**src/hw/pcs_consts.svh**
```systemverilog
`ifndef PCS_CONSTS_SVH
`define PCS_CONSTS_SVH

// ==========================================================================
// register byte offsets
`define PCS_OFF_NUM_PLL      12'h008
`define PCS_OFF_NUM_LANE     12'h00c
`define PCS_OFF_PLL_SEL      12'h020
`define PCS_OFF_LANE_SEL     12'h024
`define PCS_OFF_RX_MASTER    12'h028
`define PCS_OFF_TX_MASTER    12'h02c
`define PCS_OFF_RX_WIDE      12'h030
`define PCS_OFF_TX_WIDE      12'h034
`define PCS_OFF_PLL_STAT     12'h038
`define PCS_OFF_RX_RATE      12'h040
`define PCS_OFF_RX_REFCLK    12'h044
`define PCS_OFF_RX_MULT      12'h048
`define PCS_OFF_RX_PLL       12'h04c
`define PCS_OFF_TX_RATE      12'h050
`define PCS_OFF_TX_REFCLK    12'h054
`define PCS_OFF_TX_MULT      12'h058
`define PCS_OFF_TX_PLL       12'h05c
`define PCS_OFF_SW_CAP       12'h060
`define PCS_OFF_RX_INSERTION_LOSS     12'h064
`define PCS_OFF_EQ           12'h068
`define PCS_OFF_MIN_RATE     12'h06c
`define PCS_OFF_MAX_RATE     12'h070
`define PCS_OFF_MGMT_CLK     12'h074

// ==========================================================================
// field widths and the multiplier scale
`define PCS_PLL_SEL_W        2
`define PCS_LANE_SEL_W       4
`define PCS_STAT_W           5
`define PCS_MULT_SCALE       64'd1000

// ==========================================================================
// reset values and bus answers
`define PCS_PLL_SEL_RST      2'h0
`define PCS_LANE_SEL_RST     4'h0
`define PCS_RESP_OKAY        2'h0
`define PCS_RESP_SLVERR      2'h2

`endif

```
**src/hw/pcs_pkg.sv**
```systemverilog
package pcs_pkg;

  // ========================================================================
  // synchronised status, bit order matches the pll status register 4..0
  typedef struct packed {
    logic txRst;
    logic rxRst;
    logic chanUnlock;
    logic priUnlock;
    logic secUnlock;
  } pcs_stat_t;

  // ========================================================================
  // whole state of the register bank
  typedef struct packed {
    pcs_stat_t   s1;
    pcs_stat_t   s2;
    pcs_stat_t   s3;
    pcs_stat_t   filt;
    logic [1:0]  pllSel;
    logic [3:0]  laneSel;
    logic        bvalid;
    logic [1:0]  bresp;
    logic        rvalid;
    logic [31:0] rdata;
    logic [1:0]  rresp;
  } pcs_state_t;

endpackage : pcs_pkg

```
**src/hw/pcs_regs.sv**
```systemverilog
`timescale 1ns/1ns
`include "pcs_consts.svh"

module pcs_regs #(
  parameter int          NUM_LANES     = 4,
  parameter int          NUM_PLL       = 1,
  parameter bit          HAS_SECONDARY = 1'b1,
  parameter logic [3:0]  RX_MASTER     = 4'h0,
  parameter logic [3:0]  TX_MASTER     = 4'h0,
  parameter bit          RX_WIDE       = 1'b0,
  parameter bit          TX_WIDE       = 1'b0,
  parameter logic [31:0] RX_RATE_KHZ   = 32'h0098_9680,
  parameter logic [31:0] RX_REFCLK_KHZ = 32'h0002_625a,
  parameter logic [1:0]  RX_PLL        = 2'h3,
  parameter logic [31:0] TX_RATE_KHZ   = 32'h0098_9680,
  parameter logic [31:0] TX_REFCLK_KHZ = 32'h0002_625a,
  parameter logic [1:0]  TX_PLL        = 2'h3,
  parameter logic [1:0]  SWITCH_CAP    = 2'h0,
  parameter logic [31:0] RX_INSERTION_LOSS      = 32'h0000_2ee0,
  parameter logic [1:0]  EQ_CHOICE     = 2'h0,
  parameter logic [31:0] MIN_RATE_KHZ  = 32'h001e_8480,
  parameter logic [31:0] MAX_RATE_KHZ  = 32'h00bb_8020,
  parameter logic [31:0] MGMT_CLK_KHZ  = 32'h0001_86a0
) (
  input  wire logic                 ref_clk,
  input  wire logic                 reset,
  input  wire logic [11:0]          s_axi_awaddr,
  input  wire logic                 s_axi_awvalid,
  output      logic                 s_axi_awready,
  input  wire logic [31:0]          s_axi_wdata,
  input  wire logic [3:0]           s_axi_wstrb,
  input  wire logic                 s_axi_wvalid,
  output      logic                 s_axi_wready,
  output      logic [1:0]           s_axi_bresp,
  output      logic                 s_axi_bvalid,
  input  wire logic                 s_axi_bready,
  input  wire logic [11:0]          s_axi_araddr,
  input  wire logic                 s_axi_arvalid,
  output      logic                 s_axi_arready,
  output      logic [31:0]          s_axi_rdata,
  output      logic [1:0]           s_axi_rresp,
  output      logic                 s_axi_rvalid,
  input  wire logic                 s_axi_rready,
  input  wire logic                 txRstBusy,
  input  wire logic                 rxRstBusy,
  input  wire logic [NUM_LANES-1:0] chanPllLock,
  input  wire logic [NUM_PLL-1:0]   priPllLock,
  input  wire logic [NUM_PLL-1:0]   secPllLock,
  output      logic [1:0]           pllSelect,
  output      logic [3:0]           laneSelect
);

  // ========================================================================
  // generated constants
  localparam logic [63:0] RX_MULT64 =
    64'(RX_RATE_KHZ) * `PCS_MULT_SCALE / 64'(RX_REFCLK_KHZ);
  localparam logic [63:0] TX_MULT64 =
    64'(TX_RATE_KHZ) * `PCS_MULT_SCALE / 64'(TX_REFCLK_KHZ);
  localparam logic [31:0] RX_MULT   = RX_MULT64[31:0];
  localparam logic [31:0] TX_MULT   = TX_MULT64[31:0];
  localparam logic [31:0] PLL_COUNT = 32'(NUM_PLL);
  localparam logic [31:0] LANE_COUNT = 32'(NUM_LANES);

  // selector widths limit what the bank can address
  generate
    if (NUM_LANES < 1 || NUM_LANES > 16) begin : g_bad_lanes
      $error("NUM_LANES must be 1 to 16");
    end
    if (NUM_PLL < 1 || NUM_PLL > 4) begin : g_bad_pll
      $error("NUM_PLL must be 1 to 4");
    end
    if (RX_REFCLK_KHZ == 32'h0 || TX_REFCLK_KHZ == 32'h0) begin : g_bad_ref
      $error("reference clocks must be nonzero");
    end
  endgenerate

  // ========================================================================
  // address decode helpers
  function automatic logic isMapped(input logic [11:0] addr);
    logic [11:0] a;
    a = {addr[11:2], 2'b00};
    case (a)
      `PCS_OFF_NUM_PLL, `PCS_OFF_NUM_LANE, `PCS_OFF_PLL_SEL,
      `PCS_OFF_LANE_SEL, `PCS_OFF_RX_MASTER, `PCS_OFF_TX_MASTER,
      `PCS_OFF_RX_WIDE, `PCS_OFF_TX_WIDE, `PCS_OFF_PLL_STAT,
      `PCS_OFF_RX_RATE, `PCS_OFF_RX_REFCLK, `PCS_OFF_RX_MULT,
      `PCS_OFF_RX_PLL, `PCS_OFF_TX_RATE, `PCS_OFF_TX_REFCLK,
      `PCS_OFF_TX_MULT, `PCS_OFF_TX_PLL, `PCS_OFF_SW_CAP,
      `PCS_OFF_RX_INSERTION_LOSS, `PCS_OFF_EQ, `PCS_OFF_MIN_RATE,
      `PCS_OFF_MAX_RATE, `PCS_OFF_MGMT_CLK: isMapped = 1'b1;
      default:                              isMapped = 1'b0;
    endcase
  endfunction : isMapped

  // read mux; reserved bits are zero by construction
  function automatic logic [31:0] readMux(input logic [11:0] addr,
                                          input pcs_pkg::pcs_state_t s);
    logic [11:0] a;
    a = {addr[11:2], 2'b00};
    readMux = 32'h0;
    case (a)
      `PCS_OFF_NUM_PLL:   readMux = PLL_COUNT;
      `PCS_OFF_NUM_LANE:  readMux = LANE_COUNT;
      `PCS_OFF_PLL_SEL:   readMux = {30'h0, s.pllSel};
      `PCS_OFF_LANE_SEL:  readMux = {28'h0, s.laneSel};
      `PCS_OFF_RX_MASTER: readMux = {28'h0, RX_MASTER};
      `PCS_OFF_TX_MASTER: readMux = {28'h0, TX_MASTER};
      `PCS_OFF_RX_WIDE:   readMux = {31'h0, RX_WIDE};
      `PCS_OFF_TX_WIDE:   readMux = {31'h0, TX_WIDE};
      `PCS_OFF_PLL_STAT:  readMux = {27'h0, s.filt};
      `PCS_OFF_RX_RATE:   readMux = RX_RATE_KHZ;
      `PCS_OFF_RX_REFCLK: readMux = RX_REFCLK_KHZ;
      `PCS_OFF_RX_MULT:   readMux = RX_MULT;
      `PCS_OFF_RX_PLL:    readMux = {30'h0, RX_PLL};
      `PCS_OFF_TX_RATE:   readMux = TX_RATE_KHZ;
      `PCS_OFF_TX_REFCLK: readMux = TX_REFCLK_KHZ;
      `PCS_OFF_TX_MULT:   readMux = TX_MULT;
      `PCS_OFF_TX_PLL:    readMux = {30'h0, TX_PLL};
      `PCS_OFF_SW_CAP:    readMux = {30'h0, SWITCH_CAP};
      `PCS_OFF_RX_INSERTION_LOSS:  readMux = RX_INSERTION_LOSS;
      `PCS_OFF_EQ:        readMux = {30'h0, EQ_CHOICE};
      `PCS_OFF_MIN_RATE:  readMux = MIN_RATE_KHZ;
      `PCS_OFF_MAX_RATE:  readMux = MAX_RATE_KHZ;
      `PCS_OFF_MGMT_CLK:  readMux = MGMT_CLK_KHZ;
      default:            readMux = 32'h0;
    endcase
  endfunction : readMux

  // ========================================================================
  // raw status gathering
  pcs_pkg::pcs_state_t st_ff;
  pcs_pkg::pcs_state_t nxt_st;
  pcs_pkg::pcs_stat_t  rawStat;
  logic                wrTake;
  logic                rdTake;
  logic [11:0]         wrAddr;
  logic [11:0]         rdAddr;

  // lock vectors are reduced before the synchroniser; a glitch in the
  // reduction is absorbed by the two-stage agreement filter below
  always_comb begin
    rawStat.txRst      = txRstBusy;
    rawStat.rxRst      = rxRstBusy;
    rawStat.chanUnlock = ~&chanPllLock;
    rawStat.priUnlock  = ~&priPllLock;
    rawStat.secUnlock  = HAS_SECONDARY ? ~&secPllLock : 1'b0;
  end

  // ========================================================================
  // bus handshakes: one write and one read in flight at a time
  assign wrTake        = s_axi_awvalid && s_axi_wvalid && !st_ff.bvalid;
  assign rdTake        = s_axi_arvalid && !st_ff.rvalid;
  assign s_axi_awready = wrTake;
  assign s_axi_wready  = wrTake;
  assign s_axi_arready = !st_ff.rvalid;
  assign wrAddr        = {s_axi_awaddr[11:2], 2'b00};
  assign rdAddr        = {s_axi_araddr[11:2], 2'b00};

  // ========================================================================
  // next state
  always_comb begin
    nxt_st    = st_ff;
    // three-stage synchroniser, s1 feeds only s2
    nxt_st.s1 = rawStat;
    nxt_st.s2 = st_ff.s1;
    nxt_st.s3 = st_ff.s2;
    // a bit only moves once stages two and three agree
    nxt_st.filt = pcs_pkg::pcs_stat_t'(
      ((st_ff.s2 ~^ st_ff.s3) & st_ff.s3) |
      ((st_ff.s2 ^ st_ff.s3) & st_ff.filt));
    // writes: only the two selectors take data, all else is dropped
    if (wrTake) begin
      if (s_axi_wstrb[0] && wrAddr == `PCS_OFF_PLL_SEL) begin
        nxt_st.pllSel = s_axi_wdata[`PCS_PLL_SEL_W-1:0];
      end
      if (s_axi_wstrb[0] && wrAddr == `PCS_OFF_LANE_SEL) begin
        nxt_st.laneSel = s_axi_wdata[`PCS_LANE_SEL_W-1:0];
      end
      nxt_st.bvalid = 1'b1;
      nxt_st.bresp  = isMapped(s_axi_awaddr) ? `PCS_RESP_OKAY
                                              : `PCS_RESP_SLVERR;
    end else if (st_ff.bvalid && s_axi_bready) begin
      nxt_st.bvalid = 1'b0;
    end
    // reads: data captured at acceptance, held until taken
    if (rdTake) begin
      nxt_st.rvalid = 1'b1;
      nxt_st.rdata  = readMux(s_axi_araddr, st_ff);
      nxt_st.rresp  = isMapped(s_axi_araddr) ? `PCS_RESP_OKAY
                                              : `PCS_RESP_SLVERR;
    end else if (st_ff.rvalid && s_axi_rready) begin
      nxt_st.rvalid = 1'b0;
    end
  end

  // ========================================================================
  // state register
  always_ff @(posedge ref_clk) begin
    if (reset) begin
      st_ff         <= '0;
      st_ff.pllSel  <= `PCS_PLL_SEL_RST;
      st_ff.laneSel <= `PCS_LANE_SEL_RST;
    end else begin
      st_ff <= nxt_st;
    end
  end

  // outputs straight from flops
  assign s_axi_bvalid = st_ff.bvalid;
  assign s_axi_bresp  = st_ff.bresp;
  assign s_axi_rvalid = st_ff.rvalid;
  assign s_axi_rdata  = st_ff.rdata;
  assign s_axi_rresp  = st_ff.rresp;
  assign pllSelect    = st_ff.pllSel;
  assign laneSelect   = st_ff.laneSel;
endmodule : pcs_regs

```
**config.mk**
```make
export PLATFORM = sky130hd
export DESIGN_NAME = pcs_regs
export DESIGN_NICKNAME = d
export VERILOG_FILES = /design/src/hw/pcs_pkg.sv /design/src/hw/pcs_regs.sv
export VERILOG_INCLUDE_DIRS = /design/src /design/src/hw
export SDC_FILE = /design/constraint.sdc
export NUM_CORES = 1
export LEC_CHECK = 0
export BUFFER_PORTS_ARGS = -buffer_cell sky130_fd_sc_hd__buf_4
export CORE_AREA = 5 5 80 82
export CTS_CLUSTER_DIAMETER = 120
export CTS_CLUSTER_SIZE = 25
export DETAILED_ROUTE_END_ITERATION = 6
export DIE_AREA = 0 0 85 87
export PLACE_DENSITY = 0.86
export SYNTH_ARGS = -nofsm -noshare
export SYNTH_HDL_FRONTEND = slang
export SYNTH_SLANG_ARGS = --single-unit
```
**constraint.sdc**
```tcl
create_clock -name ref_clk -period 2.2 [get_ports ref_clk]
set_clock_uncertainty 0.1 [all_clocks]
set_input_delay 0.44 -clock ref_clk [delete_from_list [all_inputs] [get_ports ref_clk]]
set_output_delay 0.44 -clock ref_clk [all_outputs]
set_load 0.005 [all_outputs]
```
# After elaboration in Yosys (flattened, before gate mapping)
# Cells that the tools add are included.
[word_totals]
regBits = 64
out_inout_bits = 47
[op_classes]
eq_ne = 46
muxes = 11
n_bitwise = 5
reduce_logical = 23
[ops]
columns = ["op", "n"]
rows = [
  ["case mux 24 bit (13 select lines)", 1],
  ["equality test 10 x 5 -> 1 bit, second input constant", 28],
  ["equality test 10 x 4 -> 1 bit, second input constant", 14],
  ["OR reduction 23 bit", 2],
  ["equality test 10 x 2 -> 1 bit, second input constant", 4],
  ["AND 5 bit", 2],
  ["2-to-1 mux 1 bit", 8],
  ["OR reduction 2 bit", 4],
  ["logical AND 1 bit", 7],
  ["logical NOT 1 bit", 5],
  ["bitwise OR 5 bit", 1],
  ["bitwise XNOR 5 bit", 1],
  ["bitwise XOR 5 bit", 1],
  ["2-to-1 mux 2 bit", 2],
  ["AND reduction 2 bit", 2],
  ["AND reduction 4 bit", 1],
  ["nonzero test 2 bit", 2],
]

# Longest topological paths before layout
[depth]
ltp_word = 5
depth_mapped = 7

# Least setup slack after synthesis
# OpenSTA, ideal clock, no wires.
[synth_timing]
path_type = "input-to-reg"
start = "input s_axi_araddr[7]"
end = "register st_ff, in the netlist s_axi_rdata[2]"
t_arrival_ps = 1729
required_ps = 2016
path_slack_ps = 287
path_stages = 5
path_buffers = 0
cell_sequence = "or4_4 > nor2_8 > nand2_2 > or3_4 > o31ai_2"
[synth_via]
elab_chain_len = 3
[synth_rtl]
columns = ["element", "line", "rtl"]
rows = [
  ["start: declaration", "pcs_regs.sv:37", "input wire logic [11:0] s_axi_araddr,"],
  ["equality test 10 x 5 -> 1 bit", "pcs_regs.sv:101", "case (a)"],
  ["OR reduction 2 bit (no source line)", "--", ""],
  ["case mux 24 bit (13 select lines) *", "pcs_regs.sv:101", ""],
  ["end signal: assignment", "pcs_regs.sv:204", "st_ff <= nxt_st;"],
  ["end: declaration", "pcs_regs.sv:131", "pcs_pkg::pcs_state_t st_ff;"],
]
# Every way passes the cells marked *; elsewhere a longest branch is shown, timed or not.
# A chain may end at the register's enable or synchronous reset.

# Worst setup path in the final report
# Same ends and word-level chain as after synthesis.

==> run summary <==
vias per cell - 4.936
post-CTS sizing - 0
reg2reg path depth - 5
Post-CTS Hold Fix Bufs - 0
Root Driver - clkbuf_8
Final Hold Viols - 0
TritonCTS Sinks - 50
Yosys top cell area share - 40.00%
initial antenna violation count - 0
Simple-Gate Fraction of Synth Area - 23.00%
TritonCTS clock tree - done
Top Family by Delay on Critical Path - simple AND/OR/NAND/NOR gates
Synth Instances - 298
number of port buffers - 74
drc violations - 0
Die Wd - 85 um
Pleak - 1.300 nW
Post-synth EDFFs - 0
max-cap viol count - 0
Post-CTS Setup Bufs - 0
most frequent cells in the layout - buf_4 (76), dfxtp_1 (50), nor2_1 (29)
Hold EP - nxt_st[55]
fin crit period - 1.776 ns
final wirelength - 5.163 mm
gr ovfl total - 0
worst skew pair latency - 0.31 ns
CTS clock-pin slew for the worst setup and hold paths - 0.09 ns
flops & latches, synth - 50
num rows - 28
Post-Synth Adder-Cell Area - 2.500%
post-synth cell types - 42
Antenna Nets Post-Route - 0
global-route wire length before repair - 8.197 mm
total number of vias - 2014
CP Capture Type - register
status - finished, final reports clean
gr usage total - 13.69%
worst vdd ir - 0.0002911 V
FMAX - 563.0 MHz
main flop type after synthesis - dfxtp_1
WP data arrival - 1.91 ns
Final Cycle Share - 80.73%
full die area - 7395 um2
vias in the first global route - 1867
crit path cell chain - buf_4, or4_4, nor2_8, nand2_2, or3_4, o31ai_2
slowest cell delay on critical path - 0.56 ns
fin nets - 412
post-synthesis mux area share - 2.800%
share of layout cells above drive strength 1 - 27.33%
Mean Syn Cell Area - 8.397 um2
drt initial violations - 154
HP Class - input pin to register
die height - 87 um
xor and xnor area share after synthesis - 0.3500%
Synth area leaders - dfxtp_1 (40%), buf_4 (14%), nor2b_1 (4.8%)
commonest non-fill, non-tap cell in the layout - buf_4
CP max FO - 8
Power Density - 574.5 nW/um2
share of flip-flops with an asynchronous set or reset - 0%
Detailed Routing Iterations Pass 1 - 4
Critical Path Source Type - input pin
Slowest-stage cell, CP - or4_4
design area - 2892 um2
final hold slack - 0.1708 ns
min-delay src - priPllLock
Synth Area in Compound Gates - 13.60%
dpl hpwl - 4.053 mm
initial core utilization - 44.09%
Post-Syn Area - 2502 um2
Layout fillers - 559
reg2reg end - laneSelect[3]
# diodes - 0
Seq/Total Area, Yosys - 40.00%
synthesis-to-finish area growth - 15.55%
drt wl/cell - 12.65 um
hold path depth - 2
clk buf depth - 2
Sum Neg Setup Slack - 0 ns
Max H-tree Level - 2
gp weighted congestion - 0.8889
I/O pin total - 122
largest net degree at the start of global routing - 50
RSZ-0062 raised after global routing - false
setup violators final - 0
Yosys top cell by area - dfxtp_1
r2r startpoint - s_axi_bvalid
R2R Setup Slk - 0.48 ns
Req. time, crit path - 2.33 ns
placed cell areas - 2798 um2
Num CTS Buffers - 5
synth warn - 0
Final Max Slew Viols - 0
main combinational cell family by area after synthesis - simple AND/OR/NAND/NOR gates
CP Class - input pin to register
CP bufs+invs - 1
Core Region - 5675 um2
## worst max path at each step
| stage | depth (start not counted) | slack (ns) | startpoint | to |
|---|---|---|---|---|
| 2_1_floorplan | 5 | 0.29 | s_axi_araddr[7] | s_axi_rdata[2] |
| 3_3_place_gp | 6 | 0.11 | s_axi_araddr[7] | s_axi_rdata[2] |
| 3_5_place_dp | 6 | 0.10 | s_axi_araddr[7] | s_axi_rdata[2] |
| 4_1_cts | 6 | 0.42 | s_axi_araddr[7] | s_axi_rdata[2] |
| 5_1_grt | 5 | 0.33 | s_axi_bvalid | laneSelect[1] |
| 6_report | 6 | 0.42 | s_axi_araddr[7] | s_axi_rdata[2] |
## power breakdown
part	switching [mW]	total [mW]	leakage [nW]	internal (mW)
Combinational	0.101	0.195	0.849	0.0931
Sequential	0.00723	0.929	0.406	0.922
Clock	0.308	0.537	0.0447	0.229
## cell usage after synthesis, types with 2 or more instances
master / number
ha_1: 5
mux2i_1: 7
a221oi_1: 2
nor3_1: 5
nor2_1: 29
o22ai_1: 2
o21ai_0: 15
or3_1: 2
o2111ai_1: 2
buf_6: 2
nand2b_1: 2
nand4_1: 5
buf_4: 45
a21oi_1: 21
and2_1: 2
and3_2: 2
dfxtp_1: 50
inv_1: 8
nor2b_1: 19
and3_1: 3
nand3_1: 9
nand2_1: 23
a21o_1: 2
a31oi_1: 2
clkbuf_1: 11
a22oi_1: 5
nor3b_1: 3
## stage by stage
| step | util [%] | total power [mW] | setup slack (ns) | cells |
|---|---|---|---|---|
| 2_1_floorplan | - | 1.077 | 0.2869 | 309 |
| 3_3_place_gp | 49.29 | 1.138 | 0.1138 | 400 |
| 3_5_place_dp | 49.29 | 1.144 | 0.1008 | 400 |
| 4_1_cts | 50.95 | 1.681 | 0.4217 | 408 |
| 5_1_grt | 50.95 | 1.736 | 0.3322 | 408 |
| 6_report | 50.95 | 1.661 | 0.4239 | 408 |
## worst reg2reg max path, stage by stage (launching register included)
cell	delay, ns
dfxtp_1	0.33
and3b_1	0.30
nand3_1	0.14
or3_1	0.49
mux2i_1	0.19
nor2_1	0.05
## logic make-up after synthesis
logic type / Yosys count
other: 1
buffers and inverters: 68
muxes: 7
adders and majority gates: 5
and+or+nand+nor: 110
xor gates and xnor gates: 1
AOI/OAI and AO/OA: 56
DFF: 50
## layer usage
metal | global-route usage [%] | share of wire [%] | vias to the layer above
met5 | 0 | 0 | -
met4 | 5.180 | 1.6 | 0
met3 | 5.487 | 9.8 | 8
met2 | 24.44 | 50 | 71
met1 | 14.45 | 39 | 909
li1 | - | - | 1026
## flip-flops by register name (all words and copies together) (netlist names)
| name | cells |
|---|---|
| nxt_st | 10 |
| s_axi_rvalid | 1 |
| laneSelect | 4 |
| s_axi_bresp | 1 |
| s_axi_rdata | 20 |
| st_ff | 10 |
| s_axi_bvalid | 1 |
| pllSelect | 2 |
| s_axi_rresp | 1 |
## final cells by class
class                      instances  area [um2]  area share, %
clock buffer                       5       68.82          2.380
clock inverter                     3       25.02         0.8654
inverter                           8       30.03          1.039
multi-input combinational        191        1102          38.12
sequential                        50        1001          34.62
tap                               75       93.84          3.245
timing repair buffer              76       570.5          19.73
(Power assumes the default switching activity.)
